### config.mk
export PLATFORM = sky130hd
export DESIGN_NAME = asfc_top
export DESIGN_NICKNAME = d
export VERILOG_FILES = /design/src/shared/asfc_pkg.sv /design/src/asfc_top.sv /design/src/asfc_sync.sv /design/src/asfc_alarm_cmp.sv
export VERILOG_INCLUDE_DIRS = /design/src /design/src/shared
export SDC_FILE = /design/constraint.sdc
export NUM_CORES = 1
export LEC_CHECK = 0
export ABC_AREA = 0
export BUFFER_PORTS_ARGS = -buffer_cell sky130_fd_sc_hd__buf_4
export CAP_MARGIN = 20
export CORE_MARGIN = 2
export CORE_UTILIZATION = 56
export DETAILED_ROUTE_END_ITERATION = 7
export PLACE_DENSITY = 0.79
export SLEW_MARGIN = 20
export SYNTH_ARGS = -nofsm -noshare
export SYNTH_HDL_FRONTEND = slang
export SYNTH_SLANG_ARGS = --single-unit
### constraint.sdc
create_clock -name pclk -period 3.4 [get_ports pclk]
set_input_delay 0.34 -clock pclk [delete_from_list [all_inputs] [get_ports pclk]]
set_output_delay 0.34 -clock pclk [all_outputs]
set_load 0.005 [all_outputs]
### src/shared/asfc_defines.svh
// Offsets, field positions, reset values and edge counts of the serial frame control
`ifndef ASFC_DEFINES_SVH
`define ASFC_DEFINES_SVH

// ****************************************************************
// Register offsets (byte addresses, one 32-bit word each)
// ****************************************************************
`define ASFC_STATUS_OFS      8'h00
`define ASFC_GPIO_CFG_OFS    8'h04
`define ASFC_RESULT_OFS      8'h08
`define ASFC_THRESH_BASE     8'h40
`define ASFC_THRESH_MASK     8'hC3

// ****************************************************************
// Register field positions
// ****************************************************************
`define ASFC_THR_HI_MSB      27
`define ASFC_THR_HI_LSB      16
`define ASFC_THR_LO_MSB      11
`define ASFC_THR_LO_LSB      0

// ****************************************************************
// Command word layout on the serial input
// ****************************************************************
`define ASFC_CMD_MODE_MSB    15
`define ASFC_CMD_MODE_LSB    12
`define ASFC_CMD_MODE_MANUAL 4'h1
`define ASFC_CMD_PROG_BIT    11
`define ASFC_CMD_CH_MSB      10
`define ASFC_CMD_CH_LSB      7
`define ASFC_CMD_RANGE_BIT   6
`define ASFC_CMD_GPI_BIT     4
`define ASFC_CMD_GPO_MSB     3
`define ASFC_CMD_GPO_LSB     0

// ****************************************************************
// Reset values
// ****************************************************************
`define ASFC_CHANNEL_RST     4'h0
`define ASFC_GPIO_CFG_RST    8'h00
`define ASFC_THR_HI_RST      12'hFFF
`define ASFC_THR_LO_RST      12'h000

// ****************************************************************
// Serial clock edge numbers within a frame (1 = first edge)
// ****************************************************************
`define ASFC_FALL_MUX        5'h02
`define ASFC_FALL_ALARM_CLR  5'h0A
`define ASFC_FALL_ALARM_SET  5'h0C
`define ASFC_FALL_END        5'h10
`define ASFC_RISE_ACQ        5'h0E
`define ASFC_RISE_WORD       5'h10

`endif

### src/shared/asfc_pkg.sv
// Types shared by the serial frame control design
package asfc_pkg;

    // Frame progress as seen through the sampled frame select and serial clock
    typedef enum logic [1:0] {
        FRM_IDLE,
        FRM_SHIFT,
        FRM_WAIT
    } asfc_frame_state_t;

    // Per-pin configuration of the general-purpose pins
    typedef enum logic [1:0] {
        PIN_INPUT,
        PIN_OUTPUT,
        PIN_FUNCTION,
        PIN_UNUSED
    } asfc_pin_cfg_t;

endpackage : asfc_pkg

### src/asfc_top.sv
// Frame-level control of the 16-channel serial converter, with APB registers
//
// Summary of operation
// - Frame select falling edge samples the selected channel and starts a frame.
// - Output word is 4-bit channel address then 12-bit result, MSB first.
// - Input-read enable from previous frame swaps pin status into the address field.
// - Multiplexer moves to the new channel on the second serial clock fall.
// - Acquisition runs from the fourteenth clock rise to the next frame start.
// - Output pins take data received in the previous frame at frame start.
// - Input pin levels are latched at frame start and sent in that frame.
// - First address bit leaves at frame start, the rest on falls one to three.
// - Result MSB leaves on the fourth fall, LSB on the fifteenth.
// - Sixteenth fall ends the conversion and releases the serial output.
// - A 16-bit command is taken on each rising clock from the first.
// - Serial output is released once frame select returns high.
// - Per-channel high and low limits raise alarms on pin zero or one.
// - Alarm goes active on the twelfth fall of the frame that outputs the result.
// - Alarm clears on the tenth fall of the following frame.
// - Each general pin is an input or an output; only pins zero and one have a function, their alarm.
// - After reset the block is in manual sequencing on channel zero.
// - Channel written in one frame is selected in the following frame.
// - The first result after reset is invalid.
//
// Decided for this implementation: register access over APB and the address map.
`timescale 1ns/1ps
`include "asfc_defines.svh"
module asfc_top #(
    parameter int NPINS = 4,
    parameter int NCH   = 16
) (
    input  wire logic              pclk,
    input  wire logic              presetn,
    input  wire logic [7:0]        paddr,
    input  wire logic              psel,
    input  wire logic              penable,
    input  wire logic              pwrite,
    input  wire logic [31:0]       pwdata,
    output logic      [31:0]       prdata,
    output logic                   pready,
    output logic                   pslverr,
    input  wire logic              frame_select_n,
    input  wire logic              sclk,
    input  wire logic              sdi,
    output logic                   sdo,
    output logic                   sdo_oe,
    input  wire logic [NPINS-1:0]  gpio_in,
    output logic      [NPINS-1:0]  gpio_out,
    output logic      [NPINS-1:0]  gpio_oe,
    input  wire logic [11:0]       conv_result,
    output logic                   sample_pulse,
    output logic                   conv_busy,
    output logic                   acquire,
    output logic      [3:0]        mux_channel,
    output logic                   range_sel
);

    // ****************************************************************
    // Pin synchronisers and edge detection
    // ****************************************************************
    logic [2:0]                   link_s;
    logic [NPINS-1:0]             pin_s;
    logic                         fs_s;
    logic                         sclk_s;
    logic                         sdi_s;
    logic                         fs_d_r;
    logic                         sclk_d_r;
    logic                         fs_fall;
    logic                         fs_rise;
    logic                         sck_rise;
    logic                         sck_fall;
    asfc_pkg::asfc_frame_state_t  state_r;

    asfc_sync #(.WIDTH(3), .RST_VAL(3'h5)) u_link_sync (
        .clk   (pclk),
        .rst_n (presetn),
        .d     ({frame_select_n, sclk, sdi}),
        .q     (link_s)
    );

    asfc_sync #(.WIDTH(NPINS), .RST_VAL('0)) u_pin_sync (
        .clk   (pclk),
        .rst_n (presetn),
        .d     (gpio_in),
        .q     (pin_s)
    );

    assign fs_s   = link_s[2];
    assign sclk_s = link_s[1];
    assign sdi_s  = link_s[0];

    // Delayed copies of the synchronised levels for edge finding
    always_ff @(posedge pclk or negedge presetn) begin
        if (!presetn) begin
            fs_d_r   <= 1'b1;
            sclk_d_r <= 1'b1;
        end else begin
            fs_d_r   <= fs_s;
            sclk_d_r <= sclk_s;
        end
    end

    // Clock edges only count while a frame is open
    assign fs_fall  = fs_d_r & ~fs_s;
    assign fs_rise  = ~fs_d_r & fs_s;
    assign sck_rise = ~sclk_d_r & sclk_s & (state_r != asfc_pkg::FRM_IDLE) & ~fs_fall;
    assign sck_fall = sclk_d_r & ~sclk_s & (state_r != asfc_pkg::FRM_IDLE) & ~fs_fall;

    // ****************************************************************
    // Frame sequencing and edge counters
    // ****************************************************************
    logic [4:0]  rise_cnt_r;
    logic [4:0]  fall_cnt_r;

    // Frame state follows the select line; sixteen falls close the shift
    always_ff @(posedge pclk or negedge presetn) begin
        if (!presetn) begin
            state_r <= asfc_pkg::FRM_IDLE;
        end else if (fs_fall) begin
            state_r <= asfc_pkg::FRM_SHIFT;
        end else if (fs_rise) begin
            state_r <= asfc_pkg::FRM_IDLE;
        end else if (sck_fall && fall_cnt_r == `ASFC_FALL_END - 5'h01) begin
            state_r <= asfc_pkg::FRM_WAIT;
        end
    end

    // Counters saturate at sixteen; extra clocks in a frame are ignored
    always_ff @(posedge pclk or negedge presetn) begin
        if (!presetn) begin
            rise_cnt_r <= 5'h00;
            fall_cnt_r <= 5'h00;
        end else if (fs_fall) begin
            rise_cnt_r <= 5'h00;
            fall_cnt_r <= 5'h00;
        end else begin
            if (sck_rise && rise_cnt_r != `ASFC_RISE_WORD) begin
                rise_cnt_r <= rise_cnt_r + 5'h01;
            end
            if (sck_fall && fall_cnt_r != `ASFC_FALL_END) begin
                fall_cnt_r <= fall_cnt_r + 5'h01;
            end
        end
    end

    // ****************************************************************
    // Command word capture and decode
    // ****************************************************************
    logic [15:0]       cmd_sr_r;
    logic [3:0]        pend_ch_r;
    logic [NPINS-1:0]  gpo_data_r;
    logic              gpi_read_en_r;
    logic              cmd_done;

    always_ff @(posedge pclk or negedge presetn) begin
        if (!presetn) begin
            cmd_sr_r <= 16'h0000;
        end else if (sck_rise && rise_cnt_r != `ASFC_RISE_WORD) begin
            cmd_sr_r <= {cmd_sr_r[14:0], sdi_s};
        end
    end

    // Only a full sixteen-clock frame commits its command
    assign cmd_done = fs_rise && rise_cnt_r == `ASFC_RISE_WORD
                      && fall_cnt_r == `ASFC_FALL_END;

    // Manual mode decode; the program bit gates channel, range and read enable
    always_ff @(posedge pclk or negedge presetn) begin
        if (!presetn) begin
            pend_ch_r     <= `ASFC_CHANNEL_RST;
            range_sel     <= 1'b0;
            gpi_read_en_r <= 1'b0;
            gpo_data_r    <= '0;
        end else if (cmd_done && cmd_sr_r[`ASFC_CMD_MODE_MSB:`ASFC_CMD_MODE_LSB]
                     == `ASFC_CMD_MODE_MANUAL) begin
            gpo_data_r <= cmd_sr_r[NPINS-1:`ASFC_CMD_GPO_LSB];
            if (cmd_sr_r[`ASFC_CMD_PROG_BIT]) begin
                pend_ch_r     <= cmd_sr_r[`ASFC_CMD_CH_MSB:`ASFC_CMD_CH_LSB];
                range_sel     <= cmd_sr_r[`ASFC_CMD_RANGE_BIT];
                gpi_read_en_r <= cmd_sr_r[`ASFC_CMD_GPI_BIT];
            end
        end
    end

    // ****************************************************************
    // Sampling, multiplexer and acquisition
    // ****************************************************************
    logic [3:0]        samp_ch_r;
    logic [11:0]       samp_res_r;
    logic              samp_valid_r;
    logic              conv_seen_r;
    logic [NPINS-1:0]  gpi_latch_r;

    // Frame start catches channel, result and pin levels together
    always_ff @(posedge pclk or negedge presetn) begin
        if (!presetn) begin
            samp_ch_r    <= `ASFC_CHANNEL_RST;
            samp_res_r   <= 12'h000;
            samp_valid_r <= 1'b0;
            gpi_latch_r  <= '0;
            sample_pulse <= 1'b0;
        end else begin
            sample_pulse <= fs_fall;
            if (fs_fall) begin
                samp_ch_r    <= mux_channel;
                samp_res_r   <= conv_result;
                samp_valid_r <= conv_seen_r;
                gpi_latch_r  <= pin_s;
            end
        end
    end

    // Results are trusted once the first conversion after reset has completed
    always_ff @(posedge pclk or negedge presetn) begin
        if (!presetn) begin
            conv_seen_r <= 1'b0;
        end else if (sck_fall && fall_cnt_r == `ASFC_FALL_END - 5'h01) begin
            conv_seen_r <= 1'b1;
        end
    end

    // Channel change lands mid-frame so the new input settles before acquisition
    always_ff @(posedge pclk or negedge presetn) begin
        if (!presetn) begin
            mux_channel <= `ASFC_CHANNEL_RST;
        end else if (sck_fall && fall_cnt_r == `ASFC_FALL_MUX - 5'h01) begin
            mux_channel <= pend_ch_r;
        end
    end

    // Busy from frame start to the sixteenth fall; acquisition until next start
    always_ff @(posedge pclk or negedge presetn) begin
        if (!presetn) begin
            conv_busy <= 1'b0;
            acquire   <= 1'b0;
        end else if (fs_fall) begin
            conv_busy <= 1'b1;
            acquire   <= 1'b0;
        end else begin
            // A cut frame drops busy at once, as its conversion never completes
            if (fs_rise || (sck_fall && fall_cnt_r == `ASFC_FALL_END - 5'h01)) begin
                conv_busy <= 1'b0;
            end
            if (sck_rise && rise_cnt_r == `ASFC_RISE_ACQ - 5'h01) begin
                acquire <= 1'b1;
            end
        end
    end

    // ****************************************************************
    // Serial output
    // ****************************************************************
    logic [14:0] out_sr_r;
    logic [3:0]  addr_field;
    logic [11:0] res_field;

    assign addr_field = gpi_read_en_r ? 4'(pin_s) : mux_channel;
    assign res_field  = conv_seen_r ? conv_result : 12'h000;

    // Word leaves MSB first: one bit at frame start, the rest on falls
    always_ff @(posedge pclk or negedge presetn) begin
        if (!presetn) begin
            sdo      <= 1'b0;
            sdo_oe   <= 1'b0;
            out_sr_r <= 15'h0000;
        end else if (fs_fall) begin
            sdo      <= addr_field[3];
            sdo_oe   <= 1'b1;
            out_sr_r <= {addr_field[2:0], res_field};
        end else if (fs_rise) begin
            sdo_oe <= 1'b0;
        end else if (sck_fall && fall_cnt_r == `ASFC_FALL_END - 5'h01) begin
            sdo_oe <= 1'b0;
        end else if (sck_fall && fall_cnt_r < `ASFC_FALL_END - 5'h01) begin
            sdo      <= out_sr_r[14];
            out_sr_r <= {out_sr_r[13:0], 1'b0};
        end
    end

    // ****************************************************************
    // Alarms and general-purpose pins
    // ****************************************************************
    logic [11:0]  thr_hi_r [NCH];
    logic [11:0]  thr_lo_r [NCH];
    logic [7:0]   gpio_cfg_r;
    logic         hit_hi;
    logic         hit_lo;
    logic         alarm_hi_r;
    logic         alarm_lo_r;
    logic [NPINS-1:0] gpo_val_r;

    asfc_alarm_cmp #(.W(12)) u_alarm_cmp (
        .value  (samp_res_r),
        .thr_hi (thr_hi_r[samp_ch_r]),
        .thr_lo (thr_lo_r[samp_ch_r]),
        .over   (hit_hi),
        .under  (hit_lo)
    );

    // Clear on the tenth fall, then re-arm on the twelfth for this frame's result
    always_ff @(posedge pclk or negedge presetn) begin
        if (!presetn) begin
            alarm_hi_r <= 1'b0;
            alarm_lo_r <= 1'b0;
        end else if (sck_fall && fall_cnt_r == `ASFC_FALL_ALARM_CLR - 5'h01) begin
            alarm_hi_r <= 1'b0;
            alarm_lo_r <= 1'b0;
        end else if (sck_fall && fall_cnt_r == `ASFC_FALL_ALARM_SET - 5'h01) begin
            alarm_hi_r <= hit_hi & samp_valid_r;
            alarm_lo_r <= hit_lo & samp_valid_r;
        end
    end

    // Output data refreshes only at frame start
    always_ff @(posedge pclk or negedge presetn) begin
        if (!presetn) begin
            gpo_val_r <= '0;
        end else if (fs_fall) begin
            gpo_val_r <= gpo_data_r;
        end
    end

    // Pin zero carries the high alarm, pin one the low alarm, when so assigned
    always_ff @(posedge pclk or negedge presetn) begin
        if (!presetn) begin
            gpio_out <= '0;
            gpio_oe  <= '0;
        end else begin
            for (int i = 0; i < NPINS; i++) begin
                unique case (asfc_pkg::asfc_pin_cfg_t'(gpio_cfg_r[2*i +: 2]))
                    asfc_pkg::PIN_OUTPUT: begin
                        gpio_out[i] <= gpo_val_r[i];
                        gpio_oe[i]  <= 1'b1;
                    end
                    asfc_pkg::PIN_FUNCTION: begin
                        gpio_out[i] <= (i == 0) ? alarm_hi_r : (i == 1) ? alarm_lo_r : 1'b0;
                        gpio_oe[i]  <= (i < 2);
                    end
                    asfc_pkg::PIN_INPUT, asfc_pkg::PIN_UNUSED: begin
                        gpio_out[i] <= 1'b0;
                        gpio_oe[i]  <= 1'b0;
                    end
                endcase
            end
        end
    end

    // ****************************************************************
    // APB slave: one wait state, write lands on the completing edge
    // ****************************************************************
    logic       acc;
    logic       is_thr;
    logic [3:0] thr_idx;

    assign acc     = psel & penable;
    assign is_thr  = (paddr & `ASFC_THRESH_MASK) == `ASFC_THRESH_BASE;
    assign thr_idx = paddr[5:2];

    // Ready rises one cycle into the access phase and drops after completion
    always_ff @(posedge pclk or negedge presetn) begin
        if (!presetn) begin
            pready  <= 1'b0;
            pslverr <= 1'b0;
            prdata  <= 32'h0000_0000;
        end else if (acc && !pready) begin
            pready  <= 1'b1;
            pslverr <= 1'b0;
            prdata  <= 32'h0000_0000;
            if (is_thr) begin
                if (!pwrite) begin
                    prdata <= {4'h0, thr_hi_r[thr_idx], 4'h0, thr_lo_r[thr_idx]};
                end
            end else begin
                unique case (paddr)
                    `ASFC_STATUS_OFS: begin
                        if (!pwrite) begin
                            prdata <= {12'h000, 4'(gpi_latch_r), 3'h0, samp_valid_r,
                                       alarm_lo_r, alarm_hi_r, range_sel, gpi_read_en_r,
                                       samp_ch_r, mux_channel};
                        end
                    end
                    `ASFC_GPIO_CFG_OFS: begin
                        if (!pwrite) begin
                            prdata <= {24'h00_0000, gpio_cfg_r};
                        end
                    end
                    `ASFC_RESULT_OFS: begin
                        if (!pwrite) begin
                            prdata <= {16'h0000, samp_ch_r, samp_res_r};
                        end
                    end
                    default: begin
                        pslverr <= 1'b1;
                    end
                endcase
            end
        end else begin
            pready  <= 1'b0;
            pslverr <= 1'b0;
        end
    end

    // Writable registers; status and result words ignore writes
    always_ff @(posedge pclk or negedge presetn) begin
        if (!presetn) begin
            gpio_cfg_r <= `ASFC_GPIO_CFG_RST;
            for (int c = 0; c < NCH; c++) begin
                thr_hi_r[c] <= `ASFC_THR_HI_RST;
                thr_lo_r[c] <= `ASFC_THR_LO_RST;
            end
        end else if (acc && pready && pwrite) begin
            if (is_thr) begin
                thr_hi_r[thr_idx] <= pwdata[`ASFC_THR_HI_MSB:`ASFC_THR_HI_LSB];
                thr_lo_r[thr_idx] <= pwdata[`ASFC_THR_LO_MSB:`ASFC_THR_LO_LSB];
            end else if (paddr == `ASFC_GPIO_CFG_OFS) begin
                gpio_cfg_r <= pwdata[7:0];
            end
        end
    end

endmodule : asfc_top

### src/asfc_sync.sv
// Two flip-flop synchroniser for a group of pin inputs
`timescale 1ns/1ps
module asfc_sync #(
    parameter int                 WIDTH   = 1,
    parameter logic [WIDTH-1:0]   RST_VAL = '0
) (
    input  wire logic             clk,
    input  wire logic             rst_n,
    input  wire logic [WIDTH-1:0] d,
    output logic      [WIDTH-1:0] q
);

    logic [WIDTH-1:0] meta_r;

    // First stage feeds only the second stage
    always_ff @(posedge clk or negedge rst_n) begin
        if (!rst_n) begin
            meta_r <= RST_VAL;
            q      <= RST_VAL;
        end else begin
            meta_r <= d;
            q      <= meta_r;
        end
    end

endmodule : asfc_sync

### src/asfc_alarm_cmp.sv
// Window comparator of one conversion result against its high and low limits
`timescale 1ns/1ps
module asfc_alarm_cmp #(
    parameter int             W = 12
) (
    input  wire logic [W-1:0] value,
    input  wire logic [W-1:0] thr_hi,
    input  wire logic [W-1:0] thr_lo,
    output logic              over,
    output logic              under
);

    // Strict compare: a result equal to a limit is not an alarm
    assign over  = value > thr_hi;
    assign under = value < thr_lo;

endmodule : asfc_alarm_cmp

==> reports/results.ini, run 1 <==
[status]
outcome = finished, final reports clean

[synthesis]
yosysSeqAreaShare = 0.499
synth-async-reset-ratio = 1.00
synth_ff_type = dfrtp_1
synth.cell_area_um2 = 27300
synth_top_family_by_area = multiplexers
yosys_warnings = 0
synth_edf_count = 0
synthMuxAreaShare = 0.386
synth-simple-area-share = 0.0353
yosysUniqueCellTypes = 71
synth_xor_area_frac = 0.00160
syn-instance-count = 1780
avgSynthCellArea_um2 = 15.3
synth_top_area_frac = 0.309
synth_compound_area_frac = 0.0295
synth_area_leaders = dfrtp_1 31%, dfstp_2 19%, mux2_2 18%
synth_common_cells = 443 x mux2_2, 337 x dfrtp_1, 215 x mux4_2
synth_most_common_cell = mux2_2
ys_ff_latch = 535
synthAdderAreaFrac = 0.0165
netlist.top_cell.by_area = dfrtp_1

[worst_setup_path]
cp_slowest_stage_delay_ns = 0.57
path_delay_family = multiplexers
crit_path_max_fanout = 35
start_kind = flip-flop
end_kind = flip-flop
cp.arrival_ns = 3.75
crit_type = reg2reg
crit_path_cell_trace = buf_12, mux4_2, mux4_2, inv_1, ha_1, a21o_1, a21o_1, a221o_1, a221o_1
cp_slowest_cell = mux4_2
worst_ep_required_time_ns = 3.89
cp.buffers_inverters = 2

[placed_design]
postPlaceCellArea_um2 = 29000
place_congestion = 0.856
numPortBuffers = 103
dp.final_hpwl_mm = 46.2

[clock_tree]
clk_latency_ns = 0.61
cts_tree = built
clkSinkCount = 535
htree_levels = 2
root_buffer = clkbuf_16
cts_buffer_depth = 3
postCtsSetupRepairBufs = 0
cts-buffers-inserted = 57
clk_pin_slew_ns = 0.06

[floorplanning]
die_w_um = 225
ios = 116
dieHeight_um = 225
start_util = 0.570
std_cell_rows = 80
dieArea_um2 = 50600
coreArea_um2 = 47900

[drt]
drt_pass1_iterations = 7
drt_wl_total_mm = 71.1
antenna_left = 0
post_drt_wl_per_cell_um = 27.8
drc_errors = 0
via_count = 17000
vias_per_cell = 6.62
drt_iter0_markers = 1499

[pwr]
ir_drop_uv = 385
p_leak_nw = 13.5
total_power_mw = 13.6
power_density_nw_per_um2 = 437

[sta]
fin_setup_tns_ns = 0
slew_viol_final = 0
min_period_ns = 3.25
hold_viol = 0
slew_headroom = 0.327
post-route-period-util = 0.957
fmax_ghz = 0.307
rsz0062_at_grt = false
skew_ns = 0.0116
tightest_slew_ns = 1.00
setup_viol_count_final = 0

[global_route]
grt_first_pass_wirelength_mm = 109
grt_max_degree = 121
grt_pass1_vias = 17800
grt_antenna_before_repair = 1
grt-ovfl-total = 0
track_usage = 0.289

[final_layout]
multi_input_area_um2 = 12900
seq_area_um2 = 13600
num_antenna_cells = 0
fin_nets = 2000
final_area_um2 = 31100
fillers = 3305
syn_to_final_growth_pct = 13.8
drive_above_1_share = 0.591

[job]
drv_cap = 0

[hold_path]
hp-class = in2reg

-- state kept, by name (all words and copies together) (netlist names), 2 cells and up --
| register | cells |
|---|---|
| thr_hi_r | 192 |
| thr_lo_r | 192 |
| prdata | 28 |
| cmd_sr_r | 16 |
| out_sr_r | 15 |
| samp_res_r | 12 |
| gpio_cfg_r | 8 |
| fall_cnt_r | 5 |
| rise_cnt_r | 5 |
| gpi_latch_r | 4 |
| gpio_oe | 4 |
| gpio_out | 4 |
| gpo_data_r | 4 |
| gpo_val_r | 4 |
| mux_channel | 4 |
| pend_ch_r | 4 |
| samp_ch_r | 4 |
| u_pin_sync.meta_r | 4 |
| u_pin_sync.q | 4 |
| u_link_sync.meta_r | 3 |
| u_link_sync.q | 3 |
| state_r | 2 |
-- layer usage --
| layer | vias up | part of all wire | GRT usage |
|---|---|---|---|
| met2 | 660 | 0.48 | 0.458 |
| met5 | - | 0.00011 | 0 |
| met4 | 2 | 0.036 | 0.108 |
| met3 | 164 | 0.073 | 0.0564 |
| met1 | 9140 | 0.41 | 0.400 |
| li1 | 6987 | - | - |
-- cell usage in the layout, fill, tap and decap left out, drive strengths merged, types with 3 or more instances in the layout --
cell type,instances
and2,7
nor4b,3
dlygate4sd3,20
nand2b,3
a32o,4
buf,178
nor3,6
xor2,4
and3,3
clkinvlp,4
clkinv,14
a21o,4
clkbuf,81
mux4,215
nor2,50
mux2i,56
bufinv,4
a22o,12
a221oi,9
nand2,54
a21oi,16
o21ai,33
or4,3
mux2,456
or3,5
dfstp,198
nand4,7
nor2b,5
inv,49
o221ai,12
nor4,5
dfrtp,337
nand3,9
ha,36
a22oi,9
conb,4
-- worst paths after layout --
kind                       cells after the start                 start               to  slack (ns)
min in group asynchronous                      2               presetn  u_pin_sync.q[3]        0.25
setup / recovery                               9          samp_ch_r[0]       alarm_hi_r        0.15
max in group asynchronous                      4               presetn     thr_lo_r[32]        2.04
hold reg to reg                                0  u_pin_sync.meta_r[3]  u_pin_sync.q[3]        0.35
setup reg to reg                               9          samp_ch_r[0]       alarm_hi_r        0.15
hold / removal                                 2             pwdata[8]    thr_lo_r[152]        0.09
-- logic make-up (layout without fill, tap and decap cells) --
family | count (synthesis) | in the layout
and+or+nand+nor | 174 | 174
other | 1 | 4
muxes | 727 | 727
DFF | 535 | 535
AOI/OAI and AO/OA | 114 | 114
adders and majority gates | 36 | 36
xor gates and xnor gates | 5 | 5
buffers and inverters | 188 | 350
-- worst register-to-register path: stages (launching register included) --
cell	delay, ns
dfrtp_4	0.49
buf_12	0.30
mux4_2	0.58
mux4_2	0.47
inv_1	0.07
ha_1	0.24
a21o_1	0.18
a21o_1	0.17
a221o_1	0.34
a221o_1	0.29
-- timing repair --
action,4_1_cts,5_1_grt
gates resized for setup,0,0
hold buffers,20,0
endpoints found under the hold margin,68,0
-- cell type report --
class / instances / area share
Sequential cell: 535 / 0.439
Multi-Input combinational cell: 1060 / 0.413
Timing Repair Buffer: 198 / 0.0579
Clock buffer: 81 / 0.0517
Tap cell: 615 / 0.0248
Clock inverter: 23 / 0.00745
Inverter: 48 / 0.00580
-- report_power, final --
part | switching [mW] | internal [mW]
registers | 0.133 | 6.49
logic | 0.475 | 0.317
clock network | 2.59 | 3.58
-- through the flow --
stage               hold WS, ns  utilization  cells  setup WS [ns]
finish                   0.0907        0.648   2560          0.146
global route              0.104        0.648   2560        0.00895
CTS                      0.0654        0.648   2560          0.117
detailed placement        0.298        0.606   2436          0.142
global placement          0.295        0.606   2436          0.158
floorplan                0.0444            -   1783         0.0284
Power figures use the tool's default switching activity.
==> run 2: changes to the inputs <==
--- a/config.mk
+++ b/config.mk
@@ -12,7 +12,7 @@
 export CORE_MARGIN = 2
 export CORE_UTILIZATION = 56
 export DETAILED_ROUTE_END_ITERATION = 7
-export PLACE_DENSITY = 0.79
+export PLACE_DENSITY = 0.75
 export SLEW_MARGIN = 20
 export SYNTH_ARGS = -nofsm -noshare
 export SYNTH_HDL_FRONTEND = slang
==> run 2 against run 1 <==
Compared with the run above:
- critical path depth grew 2
- first-iteration DRC count grew 3.3%
- die area stayed put
- global-route usage is 0.55 points higher
- clock-buffer cell count down 1
- critical path type unchanged
- critical endpoint is now alarm_lo_r
- highest routed layer is now met4
==> reports/results.ini, run 2 (synthesized netlist as in run 1, its figures left out) <==
[drt]
drt_iter0_markers = 1549  ; +3.3%
post_drt_wl_per_cell_um = 28.1  ; +1.1%
vias_per_cell = 6.54  ; -1.2%
drt_wl_total_mm = 72.6  ; +2.1%
drt_pass1_iterations = 5  ; -2
antenna_left = 0  ; unchanged
drc_errors = 0  ; unchanged
via_count = 16900  ; -0.14%

[floorplanning]
start_util = 0.570  ; unchanged
ios = 116  ; unchanged
coreArea_um2 = 47900  ; unchanged
dieArea_um2 = 50600  ; unchanged
std_cell_rows = 80  ; unchanged
die_w_um = 225  ; unchanged
dieHeight_um = 225  ; unchanged

[placed_design]
dp.final_hpwl_mm = 46.9  ; +1.5%
numPortBuffers = 103  ; unchanged
place_congestion = 0.824  ; -3.7%

[clock_tree]
htree_levels = 2  ; unchanged
cts-buffers-inserted = 57  ; unchanged
root_buffer = clkbuf_16
clk_pin_slew_ns = 0.06  ; about the same
clkSinkCount = 535  ; unchanged
clk_latency_ns = 0.62  ; about the same
cts_buffer_depth = 3  ; unchanged
cts_tree = built

[global_route]
grt_max_degree = 104  ; -14%
grt_first_pass_wirelength_mm = 110  ; +0.61%
grt_antenna_before_repair = 2  ; +1
grt-ovfl-total = 0  ; unchanged
grt_pass1_vias = 17700  ; -0.27%
track_usage = 0.294  ; +0.00548

[hold_path]
worstHoldStart = pwdata[10]
hp-class = in2reg

[status]
outcome = finished, final reports clean

[worst_setup_path]
r2r-start = samp_ch_r[0]
cp.arrival_ns = 3.76  ; about the same
cp_slowest_stage_delay_ns = 0.52  ; -0.05 ns
crit_type = reg2reg
crit_top_cell = mux4_2
cp.buffers_inverters = 3  ; +1
crit_path_max_fanout = 11  ; -69%
worstSetupStartpoint = samp_ch_r[0]
worst_ep_required_time_ns = 3.92  ; +0.03 ns
end_kind = flip-flop
crit_path_cell_trace = buf_4, buf_12, mux4_2, mux4_2, inv_1, ha_1, and3_1, a221oi_1, nor2_1, o31a_1, a41oi_1
cp_slowest_cell = mux4_2
start_kind = flip-flop
path_delay_family = multiplexers

[sta]
setup_viol_count_final = 0  ; unchanged
fmax_ghz = 0.309  ; +0.41%
fin_setup_tns_ns = 0  ; unchanged
hold_viol = 0  ; unchanged
post-route-period-util = 0.953  ; -0.00389
min_period_ns = 3.24  ; -0.0132 ns
slew_viol_final = 0  ; unchanged
tightest_slew_ns = 0.846  ; -0.154 ns
skew_ns = 0.0196  ; +0.00800 ns
slew_headroom = 0.436  ; +0.109
rsz0062_at_grt = false

[final_layout]
drive_above_1_share = 0.597  ; +0.00672
final_common_cell = mux2_2
reg.largest.list = thr_hi_r x192, thr_lo_r x192, prdata x28
layout_common_cells = 443 x mux2_2, 335 x dfrtp_1, 215 x mux4_2
fin_nets = 2021  ; +1.1%
fillers = 3330  ; +0.76%
fin_util = 0.653  ; +0.00501
syn_to_final_growth_pct = 14.7

[job]
drv_cap = 0  ; unchanged

[pwr]
power_density_nw_per_um2 = 443  ; +1.3%
p_leak_nw = 13.7  ; +1.2%
ir_drop_uv = 385  ; about the same

-- run 2: layout make-up --
cell class / instances / area [um2] / area share
flip-flops and latches: 535 / 13600 / 0.436
well taps: 615 / 769 / 0.0246
diodes: 2 / 5.00 / 0.000160
clock inverters: 28 / 327 / 0.0104
multi-input cells: 1060 / 12900 / 0.410
inverters: 48 / 180 / 0.00575
clock buffers: 80 / 1640 / 0.0522
repair buffers: 219 / 1910 / 0.0610
-- run 2: where the power goes --
| group | total (mW) | internal [mW] | leakage, nW | switching [mW] |
|---|---|---|---|---|
| Combinational | 0.802 | 0.320 | 6.04 | 0.482 |
| Clock | 6.44 | 3.82 | 0.958 | 2.62 |
| Sequential | 6.62 | 6.49 | 6.67 | 0.133 |
| Total | 13.9 | 10.6 | 13.7 | 3.24 |
-- run 2: final timing paths --
check,slack (ns),depth (start not counted),to
max,0.16,11,alarm_lo_r
min,0.08,2,thr_lo_r[154]
max reg2reg,0.16,11,alarm_lo_r
min reg2reg,0.34,0,u_pin_sync.q[1]
max in group asynchronous,1.99,3,thr_hi_r[16]
min in group asynchronous,0.38,2,u_pin_sync.q[2]
-- run 2: per-stage QoR --
step / std cells / area [um2] / worst slack (ns) / hold WS [ns] / power, mW
6_report: 2587 / 31300 / 0.159 / 0.0787 / 13.9
5_1_grt: 2586 / 31300 / 0.0700 / 0.0758 / 14.3
4_1_cts: 2579 / 31300 / 0.0749 / 0.0451 / 14.0
3_5_place_dp: 2451 / 29100 / 0.0886 / 0.336 / 7.51
3_3_place_gp: 2451 / 29100 / 0.0977 / 0.338 / 7.48
2_1_floorplan: 1783 / 27300 / 0.0284 / 0.0444 / 7.07
-- run 2: timing repair --
item | 4_1_cts | 5_1_grt
resized for setup | 0 | 1
setup endpoints to repair | 0 | 2
buffers inserted | 0 | 6
endpoints found under the hold margin | 79 | 0
hold buffers | 20 | 0
-- run 2: per-layer routing --
metal / wire (um) / GRT usage
met3: 6340 / 0.0751
met4: 2570 / 0.102
met5: 0 / 0
met1: 28700 / 0.395
met2: 35000 / 0.471
-- run 2: worst reg2reg max path: stages (launching register included) --
cell      delay, ns
dfrtp_4        0.51
buf_4          0.18
buf_12         0.15
mux4_2         0.52
mux4_2         0.48
inv_1          0.10
ha_1           0.24
and3_1         0.20
a221oi_1       0.30
nor2_1         0.07
o31a_1         0.24
a41oi_1        0.16
